===== src/ump_pkg.sv =====
package ump_pkg;
    // Register byte offsets on the APB bus
    localparam logic [7:0] ADDR_INT_STAT = 8'h00;
    localparam logic [7:0] ADDR_INT_MASK = 8'h04;
    localparam logic [7:0] ADDR_MODEM_CTRL = 8'h08;
    localparam logic [7:0] ADDR_MODEM_STAT = 8'h0c;

    // Modem control register fields
    localparam int MCR_W = 7;
    localparam int MCR_DTR = 0;
    localparam int MCR_RTS = 1;
    localparam int MCR_USER_A = 2;
    localparam int MCR_USER_B = 3;
    localparam int MCR_LOOP = 4;
    localparam int MCR_AUTO_RTS = 5;
    localparam int MCR_AUTO_CTS = 6;
    localparam logic [6:0] MCR_RST = 7'h00;

    // Modem status register fields
    localparam int MSR_D_CTS = 0;
    localparam int MSR_D_DSR = 1;
    localparam int MSR_RING_TRAIL = 2;
    localparam int MSR_D_DCD = 3;
    localparam int MSR_CTS = 4;
    localparam int MSR_DSR = 5;
    localparam int MSR_RI = 6;
    localparam int MSR_DCD = 7;

    // Interrupt status and mask fields
    localparam int INT_W = 4;
    localparam int INT_RX_ERR = 0;
    localparam int INT_RX_DATA = 1;
    localparam int INT_THR_EMPTY = 2;
    localparam int INT_MODEM = 3;
    localparam logic [3:0] INT_MASK_RST = 4'h0;

    // Index of each modem line inside the synchronised pin vector
    localparam int PIN_DCD = 0;
    localparam int PIN_DSR = 1;
    localparam int PIN_CTS = 2;
    localparam int PIN_RI = 3;
    localparam int PIN_MCLR = 4;
    localparam int PIN_RCLK = 5;
    localparam int PIN_W = 6;
    localparam logic [5:0] PIN_SYNC_RST = 6'h0f;
endpackage


===== src/ump_top.sv =====
// Added by the designer: the address map and register access over APB.
`timescale 1ns/1ps
// Summary of operation
// - Eight data lines driven only during reads
// - Driver disable high unless CPU reads
// - Carrier detect level reads as bit 7
// - Data set ready level reads as bit 5
// - Bits 3 and 1 flag changes since read
// - Carrier or ready change interrupts when enabled
// - Terminal ready low when its bit set
// - Terminal ready inactive on reset, loop, clear
// - Interrupt high for any enabled source
// - Interrupt drops when serviced or reset
// - Master reset clears registers, idles outputs
// - User outputs low when their bit set
// - User outputs high on reset, loop, clear
// - Receiver timed by external 16x clock
// - Clear to send bit 4, change bit 0
// - Ring level bit 6, trailing edge bit 2
// - Request to send follows bit 1, auto mode
module ump_top (
    input wire logic sys_clk, // 10 MHz system clock
    input wire logic sys_rst, // Synchronous reset, active high
    input wire logic [7:0] paddr, // APB address
    input wire logic psel, // APB select
    input wire logic penable, // APB access phase
    input wire logic pwrite, // APB direction, high for write
    input wire logic [31:0] pwdata, // APB write data
    output logic [31:0] prdata, // APB read data
    output logic pready, // APB ready, always high
    output logic pslverr, // APB error on unmapped address
    output logic [7:0] cpuDataOut, // Data lines, driven value
    output logic cpuDataOe_n, // Data lines enable, low drives
    output logic busDriverDisable, // High when CPU is not reading
    input wire logic dcd_n, // Carrier detect pin, active low
    input wire logic dsr_n, // Data set ready pin, active low
    input wire logic cts_n, // Clear to send pin, active low
    input wire logic ri_n, // Ring indicator pin, active low
    output logic dtr_n, // Terminal ready pin, active low
    output logic rts_n, // Request to send pin, active low
    output logic userPinA_n, // User output A, active low
    output logic userPinB_n, // User output B, active low
    input wire logic masterClear, // Master reset pin, active high
    input wire logic rclk16x, // Receiver 16x baud clock pin
    output logic rxSampleTick, // One pulse per receiver clock rise
    input wire logic rxErrEvt, // Receiver error event pulse
    input wire logic rxDataEvt, // Received data or timeout pulse
    input wire logic thrEmptyEvt, // Transmit holding empty pulse
    input wire logic rxAboveThresh, // Receiver level over threshold
    output logic txCtsHold, // Transmitter held by auto clear to send
    output logic irqOut // Interrupt, active high level
);
    typedef struct packed {
        logic [6:0] modem_control_reg;
        logic [3:0] lvlPrev;
        logic [3:0] delta;
        logic dtrN;
        logic rtsN;
        logic userAN;
        logic userBN;
        logic rclkPrev;
        logic rxTick;
    } ump_state_t;

    localparam ump_state_t STATE_RST = '{
        modem_control_reg: ump_pkg::MCR_RST, lvlPrev: 4'h0, delta: 4'h0, dtrN: 1'b1, rtsN: 1'b1,
        userAN: 1'b1, userBN: 1'b1, rclkPrev: 1'b0, rxTick: 1'b0};

    ump_state_t st_r;
    ump_state_t st_nxt;
    logic [5:0] pinSync;
    logic rst;
    logic loopOn;
    logic [3:0] lvl;
    logic [3:0] chg;
    logic [7:0] msrVal;
    logic rdAcc;
    logic wrAcc;
    logic msrRead;
    logic mapped;
    logic modemEvt;
    logic [3:0] intSet;
    logic [3:0] intClr;
    logic [3:0] intStat;
    logic [3:0] intMask;

    // Every modem pin, master clear and the receiver clock pass two flops before any logic sees them
    ump_sync #(.W(ump_pkg::PIN_W), .RST_VAL(ump_pkg::PIN_SYNC_RST)) u_sync (
        .sys_clk(sys_clk),
        .sys_rst(sys_rst),
        .din({rclk16x, masterClear, ri_n, cts_n, dsr_n, dcd_n}),
        .dout(pinSync)
    );

    // Master clear acts like the system reset once synchronised
    assign rst = sys_rst | pinSync[ump_pkg::PIN_MCLR];
    assign loopOn = st_r.modem_control_reg[ump_pkg::MCR_LOOP];

    // APB decode; zero wait states, so every access ends in its first access cycle
    assign rdAcc = psel & penable & ~pwrite;
    assign wrAcc = psel & penable & pwrite;
    assign pready = 1'b1;
    assign mapped = (paddr == ump_pkg::ADDR_INT_STAT) | (paddr == ump_pkg::ADDR_INT_MASK)
        | (paddr == ump_pkg::ADDR_MODEM_CTRL) | (paddr == ump_pkg::ADDR_MODEM_STAT);
    assign pslverr = psel & penable & ~mapped;
    assign msrRead = rdAcc & (paddr == ump_pkg::ADDR_MODEM_STAT);

    // Asserted levels; in loop mode the control bits stand in for the pins
    always_comb begin
        lvl = ~pinSync[3:0];
        if (loopOn) begin
            lvl[ump_pkg::PIN_DCD] = st_r.modem_control_reg[ump_pkg::MCR_USER_B];
            lvl[ump_pkg::PIN_DSR] = st_r.modem_control_reg[ump_pkg::MCR_DTR];
            lvl[ump_pkg::PIN_CTS] = st_r.modem_control_reg[ump_pkg::MCR_RTS];
            lvl[ump_pkg::PIN_RI] = st_r.modem_control_reg[ump_pkg::MCR_USER_A];
        end
    end

    // Change detection; ring counts only when the pin returns high
    always_comb begin
        chg = lvl ^ st_r.lvlPrev;
        chg[ump_pkg::PIN_RI] = st_r.lvlPrev[ump_pkg::PIN_RI] & ~lvl[ump_pkg::PIN_RI];
    end

    // Modem status image: live levels high, change flags low
    always_comb begin
        msrVal = 8'h00;
        msrVal[ump_pkg::MSR_DCD] = lvl[ump_pkg::PIN_DCD];
        msrVal[ump_pkg::MSR_DSR] = lvl[ump_pkg::PIN_DSR];
        msrVal[ump_pkg::MSR_CTS] = lvl[ump_pkg::PIN_CTS];
        msrVal[ump_pkg::MSR_RI] = lvl[ump_pkg::PIN_RI];
        msrVal[ump_pkg::MSR_D_DCD] = st_r.delta[ump_pkg::PIN_DCD];
        msrVal[ump_pkg::MSR_D_DSR] = st_r.delta[ump_pkg::PIN_DSR];
        msrVal[ump_pkg::MSR_D_CTS] = st_r.delta[ump_pkg::PIN_CTS];
        msrVal[ump_pkg::MSR_RING_TRAIL] = st_r.delta[ump_pkg::PIN_RI];
    end

    // Read mux; unmapped and write cycles return zero
    always_comb begin
        prdata = 32'h00000000;
        if (rdAcc) begin
            case (paddr)
                ump_pkg::ADDR_INT_STAT: prdata = {28'h0000000, intStat};
                ump_pkg::ADDR_INT_MASK: prdata = {28'h0000000, intMask};
                ump_pkg::ADDR_MODEM_CTRL: prdata = {25'h0000000, st_r.modem_control_reg};
                ump_pkg::ADDR_MODEM_STAT: prdata = {24'h000000, msrVal};
                default: prdata = 32'h00000000;
            endcase
        end
    end

    // Data lines mirror the read byte and are driven only in a read
    assign cpuDataOut = prdata[7:0];
    assign cpuDataOe_n = ~(psel & ~pwrite);
    assign busDriverDisable = ~(psel & ~pwrite);

    // Clear to send changes stay silent while it steers the transmitter
    assign modemEvt = chg[ump_pkg::PIN_DCD] | chg[ump_pkg::PIN_DSR] | chg[ump_pkg::PIN_RI]
        | (chg[ump_pkg::PIN_CTS] & ~st_r.modem_control_reg[ump_pkg::MCR_AUTO_CTS]);
    assign txCtsHold = st_r.modem_control_reg[ump_pkg::MCR_AUTO_CTS] & ~lvl[ump_pkg::PIN_CTS];

    // Interrupt sources; reading modem status services the modem source
    always_comb begin
        intSet = 4'h0;
        intSet[ump_pkg::INT_RX_ERR] = rxErrEvt;
        intSet[ump_pkg::INT_RX_DATA] = rxDataEvt;
        intSet[ump_pkg::INT_THR_EMPTY] = thrEmptyEvt;
        intSet[ump_pkg::INT_MODEM] = modemEvt;
        intClr = 4'h0;
        if (wrAcc && paddr == ump_pkg::ADDR_INT_STAT) begin
            intClr = pwdata[3:0];
        end
        intClr[ump_pkg::INT_MODEM] = intClr[ump_pkg::INT_MODEM] | msrRead;
    end

    ump_irq u_irq (
        .sys_clk(sys_clk),
        .rst(rst),
        .setBits(intSet),
        .clrBits(intClr),
        .maskWe(wrAcc && paddr == ump_pkg::ADDR_INT_MASK),
        .maskWdata(pwdata[3:0]),
        .statBits(intStat),
        .maskBits(intMask),
        .irq(irqOut)
    );

    // Next state: control register, change flags, registered pin drives
    always_comb begin
        st_nxt = st_r;
        st_nxt.lvlPrev = lvl;
        // Flags clear on the reading edge, but a change in that cycle survives
        if (msrRead) begin
            st_nxt.delta = 4'h0;
        end
        st_nxt.delta = st_nxt.delta | chg;
        if (wrAcc && paddr == ump_pkg::ADDR_MODEM_CTRL) begin
            st_nxt.modem_control_reg = pwdata[6:0];
        end
        st_nxt.dtrN = ~(st_r.modem_control_reg[ump_pkg::MCR_DTR] & ~loopOn);
        st_nxt.rtsN = ~(st_r.modem_control_reg[ump_pkg::MCR_RTS] & ~loopOn
            & ~(st_r.modem_control_reg[ump_pkg::MCR_AUTO_RTS] & rxAboveThresh));
        st_nxt.userAN = ~(st_r.modem_control_reg[ump_pkg::MCR_USER_A] & ~loopOn);
        st_nxt.userBN = ~(st_r.modem_control_reg[ump_pkg::MCR_USER_B] & ~loopOn);
        // Receiver clock is sampled, so it must stay below half of sys_clk
        st_nxt.rclkPrev = pinSync[ump_pkg::PIN_RCLK];
        st_nxt.rxTick = pinSync[ump_pkg::PIN_RCLK] & ~st_r.rclkPrev;
    end

    always_ff @(posedge sys_clk) begin
        if (rst) begin
            st_r <= STATE_RST;
        end else begin
            st_r <= st_nxt;
        end
    end

    assign dtr_n = st_r.dtrN;
    assign rts_n = st_r.rtsN;
    assign userPinA_n = st_r.userAN;
    assign userPinB_n = st_r.userBN;
    assign rxSampleTick = st_r.rxTick;
endmodule


===== src/ump_sync.sv =====
`timescale 1ns/1ps
module ump_sync #(
    parameter int W = 1,
    parameter logic [W-1:0] RST_VAL = '0
) (
    input wire logic sys_clk, // System clock
    input wire logic sys_rst, // Synchronous reset, active high
    input wire logic [W-1:0] din, // Asynchronous pin levels
    output logic [W-1:0] dout // Levels in the sys_clk domain
);
    typedef struct packed {
        logic [W-1:0] stage1;
        logic [W-1:0] stage2;
    } ump_sync_state_t;

    ump_sync_state_t st_r;
    ump_sync_state_t st_nxt;

    // First stage feeds only the second stage
    always_comb begin
        st_nxt = st_r;
        st_nxt.stage1 = din;
        st_nxt.stage2 = st_r.stage1;
    end

    // Pins rest at their idle level while in reset
    always_ff @(posedge sys_clk) begin
        if (sys_rst) begin
            st_r <= '{stage1: RST_VAL, stage2: RST_VAL};
        end else begin
            st_r <= st_nxt;
        end
    end

    assign dout = st_r.stage2;
endmodule


===== src/ump_irq.sv =====
`timescale 1ns/1ps
module ump_irq (
    input wire logic sys_clk, // System clock
    input wire logic rst, // Synchronous reset, active high
    input wire logic [3:0] setBits, // Event pulses, one per source
    input wire logic [3:0] clrBits, // Clear strobes, one per source
    input wire logic maskWe, // Mask register write strobe
    input wire logic [3:0] maskWdata, // Mask register write data
    output logic [3:0] statBits, // Sticky status
    output logic [3:0] maskBits, // Enable mask
    output logic irq // Level interrupt
);
    typedef struct packed {
        logic [3:0] stat;
        logic [3:0] mask;
        logic irq;
    } ump_irq_state_t;

    ump_irq_state_t st_r;
    ump_irq_state_t st_nxt;

    // Set is applied after clear, so an event in the clearing cycle survives
    always_comb begin
        st_nxt = st_r;
        st_nxt.stat = (st_r.stat & ~clrBits) | setBits;
        if (maskWe) begin
            st_nxt.mask = maskWdata;
        end
        st_nxt.irq = |(st_nxt.stat & st_nxt.mask);
    end

    always_ff @(posedge sys_clk) begin
        if (rst) begin
            st_r <= '{stat: 4'h0, mask: ump_pkg::INT_MASK_RST, irq: 1'b0};
        end else begin
            st_r <= st_nxt;
        end
    end

    assign statBits = st_r.stat;
    assign maskBits = st_r.mask;
    assign irq = st_r.irq;
endmodule


===== config.mk =====
export PLATFORM = sky130hd
export DESIGN_NAME = ump_top
export DESIGN_NICKNAME = d
export VERILOG_FILES = /design/src/ump_pkg.sv /design/src/ump_top.sv /design/src/ump_sync.sv /design/src/ump_irq.sv
export SDC_FILE = /design/constraint.sdc
export NUM_CORES = 1
export LEC_CHECK = 0
export BUFFER_PORTS_ARGS = -buffer_cell sky130_fd_sc_hd__buf_2
export CAP_MARGIN = 20
export CELL_PAD_IN_SITES_DETAIL_PLACEMENT = 1
export CELL_PAD_IN_SITES_GLOBAL_PLACEMENT = 1
export CORE_ASPECT_RATIO = 0.6
export CORE_MARGIN = 4
export CORE_UTILIZATION = 32
export DETAILED_ROUTE_END_ITERATION = 10
export GPL_ROUTABILITY_DRIVEN = 0
export PLACE_DENSITY = 0.8
export REMOVE_ABC_BUFFERS = 1
export SLEW_MARGIN = 20
export SYNTH_ARGS = -nofsm -noshare
export SYNTH_HDL_FRONTEND = slang
export SYNTH_HIERARCHICAL = 1
export SYNTH_SLANG_ARGS = --single-unit

===== constraint.sdc =====
create_clock -name sys_clk -period 3.3 [get_ports sys_clk]
set_input_delay 0.825 -clock sys_clk [delete_from_list [all_inputs] [get_ports sys_clk]]
set_output_delay 0.825 -clock sys_clk [all_outputs]
set_load 0.01 [all_outputs]

==> impl_metrics.tcl <==
set metrics [dict create \
    post_synth_and_or_nand_nor_area_fraction_pct 21.8 \
    die_area_um2 7740 \
    finish.instance_area_um2 2340 \
    floorplan.rows 22 \
    synthToLayoutAreaGrowth_pct 15.1 \
    n_fill_cell 730 \
    ys_top_cells_by_count "dfxtp_1, buf_4, nor2_1" \
    clock_tree.buffer_depth 2 \
    powerDensity_nw_per_um2 440 \
    path_class "primary input to output pin" \
    postCtsSetupBuffers 0 \
    achievable-frequency_mhz 329 \
    cap_violations 0 \
    wire_per_inst_um 14.5 \
    status "completed" \
    vias 1482 \
    ys_seq_elements 42 \
    detailedPlacementHpwl_mm 3.83 \
    critPathMaxFanout 6 \
    detailed_route_wire_length_mm 5.00 \
    ir_worst_vdd_mv 0.208 \
    ctsHtreeMaxLevel 2 \
    synth_largest_area_cell "dfxtp_1" \
    syn-instance-count 211 \
    most_numerous_cell_in_the_yosys_netlist "dfxtp_1" \
    synth.mux.area_fraction_pct 13.1 \
    n_antenna_cell 0 \
    synthDominantCellAreaShare_pct 41.4 \
    cts_hold_repair.buffers 0 \
    static-leakage-power_nw 1.10 \
    global_route.overflow_total 0 \
    worstPathRequired_ns 2.47 \
    cp-start-kind "primary input" \
    postRouteAntennaNets 0 \
    yosys.cell_types.count 39 \
    grt_pass1_vias 1475 \
    cts.repair.resized 0 \
    die_y_um 69.7 \
    synth_async_sr_flop_share_pct 0 \
    drt-initial-drc-count 43 \
    chipWidth_um 111 \
    placedInstanceArea_um2 2230 \
    mappedNetlistArea_um2 2030 \
    total_of_buffers_placed_on_input_and_output_ports 55 \
    nNetsFinal 314 \
    vias_per_cell 4.31 \
    number_of_synthesized_flops_with_an_enable_pin 0 \
    finalWorstPathRequiredPeriod_ns 3.04 \
    cp-end-kind "output pin" \
    ys_top_cells_by_area "dfxtp_1, buf_4, mux2i_1" \
    effective_utilization_at_floorplan_pct 33.1 \
    remaining_design_rule_violation_count 0 \
    drive_above_1_share_pct 31.2 \
    synthFlopType "dfxtp_1" \
    slew_violations 0 \
    grt_max_degree 22 \
    post_synthesis_mean_instance_area_um2 9.64 \
    complex_gate_fraction_of_the_synthesized_area_pct 5.91 \
    finalSetupViolCount 0 \
    clk_pin_slew_ns 0.08 \
    total_cts_buffers 5 \
    synth_top_family_by_area "simple AND/OR/NAND/NOR gates" \
    clock_sinks 42 \
    io_pins 106 \
    synth-seq-area-share_pct 41.4 \
    cts.root.buffer_cell "clkbuf_8" \
    grt_antenna_before_repair 0 \
    skew_ns 0.00452 \
    cts_tree "built" \
    final.setup.tns_ns 0 \
    synthAdderAreaFrac_pct 0 \
    final_min_period_over_clock_period_pct 92.2 \
    groute.usage.overall_pct 13.1 \
    cp.arrival_ns 2.22 \
    worstHoldPathType "register to register" \
    core-area_um2 6140 \
    worst_skew_pair.late_latency_ns 0.30 \
    global_route_wire_length_before_repair_mm 7.94 \
    detail_route.first_pass.iterations 4 \
    setup_repair_after_global_routing_missed_its_margin "false" \
    synth-xor-area-share_pct 1.29 \
    synthesis.yosys.warnings 6 \
    timing.final.hold_violations 0 \
]
[report_power, final]
group | switching, W | internal (W)
Combinational | 0.0000606 | 0.0000379
Sequential | 0.00000605 | 0.000522
Clock | 0.000175 | 0.000226
Total | 0.000242 | 0.000787
[registers in the layout, summed over array words and instances, names as in the netlist]
name / cells
dtr_n: 1
loopOn: 1
msrVal: 4
u_irq/maskBits: 4
rts_n: 1
st_r: 11
u_sync/dout: 6
u_sync/st_nxt: 6
u_irq/irq: 1
rxSampleTick: 1
userPinA_n: 1
userPinB_n: 1
u_irq/statBits: 4
[path summary, 6_finish.rpt]
check	start	to	slack (ns)	depth (start not counted)
max	paddr[1]	cpuDataOut[1]	0.26	5
max reg2reg	loopOn$_SDFFE_PP0P_	u_irq/irq$_SDFF_PP0_	1.20	6
min reg2reg	st_r[1]$_SDFF_PP0_	rxSampleTick$_SDFF_PP0_	0.38	1
min	st_r[1]$_SDFF_PP0_	rxSampleTick$_SDFF_PP0_	0.38	1
[worst max-delay path: stages]
cell,delay (ns)
buf_2,0.11
nor4_4,0.41
nand3_1,0.32
nor3b_1,0.35
buf_2,0.20
[layer usage]
metal	wire, um	vias to the layer above	track usage (%)
li1	-	733	-
met1	2290	689	17.2
met2	2250	53	19.8
met3	373	7	4.27
met4	82	0	5.33
met5	0	-	0
[logic make-up after synthesis]
logic type	Yosys count
simple gates	74
buf+inv	51
mux	21
compound gates	18
other cells	2
flops	42
xor+xnor	3
[cell type report]
| class | instances | area, um2 | share of cell area [%] |
|---|---|---|---|
| multi-input combinational | 141 | 950 | 40.6 |
| tap | 84 | 105 | 4.49 |
| timing repair buffer | 58 | 298 | 12.7 |
| clock buffer | 7 | 76.3 | 3.26 |
| inverter | 11 | 41.3 | 1.76 |
| sequential | 42 | 841 | 35.9 |
| clock inverter | 1 | 30.0 | 1.28 |
[cells in the final DEF (no fill, tap or decap), drive strengths merged, types with 3 or more instances in the layout]
master / count
clkbuf: 7
nor2b: 3
or2: 8
nor3b: 5
and2: 5
mux4: 4
inv: 11
buf: 58
nand2b: 4
nor2: 18
nand2: 15
dfxtp: 42
a21oi: 9
conb: 25
mux2i: 15
o22ai: 4
and2b: 4
and3: 4
[metrics by stage]
| stage | instances | total power [W] | utilization (%) | hold slack, ns | worst slack (ns) |
|---|---|---|---|---|---|
| CTS | 344 | 0.00104 | 38.1 | 0.386 | 0.208 |
| floorplan | 194 | 0.000593 | - | 0.367 | 0.406 |
| detailed placement | 336 | 0.000638 | 36.4 | 0.375 | 0.224 |
| finish | 344 | 0.00103 | 38.1 | 0.385 | 0.256 |
| global route | 344 | 0.00108 | 38.1 | 0.425 | 0.0315 |
| global placement | 336 | 0.000635 | 36.4 | 0.372 | 0.270 |
Note: power is estimated with default switching activity, not from simulation.
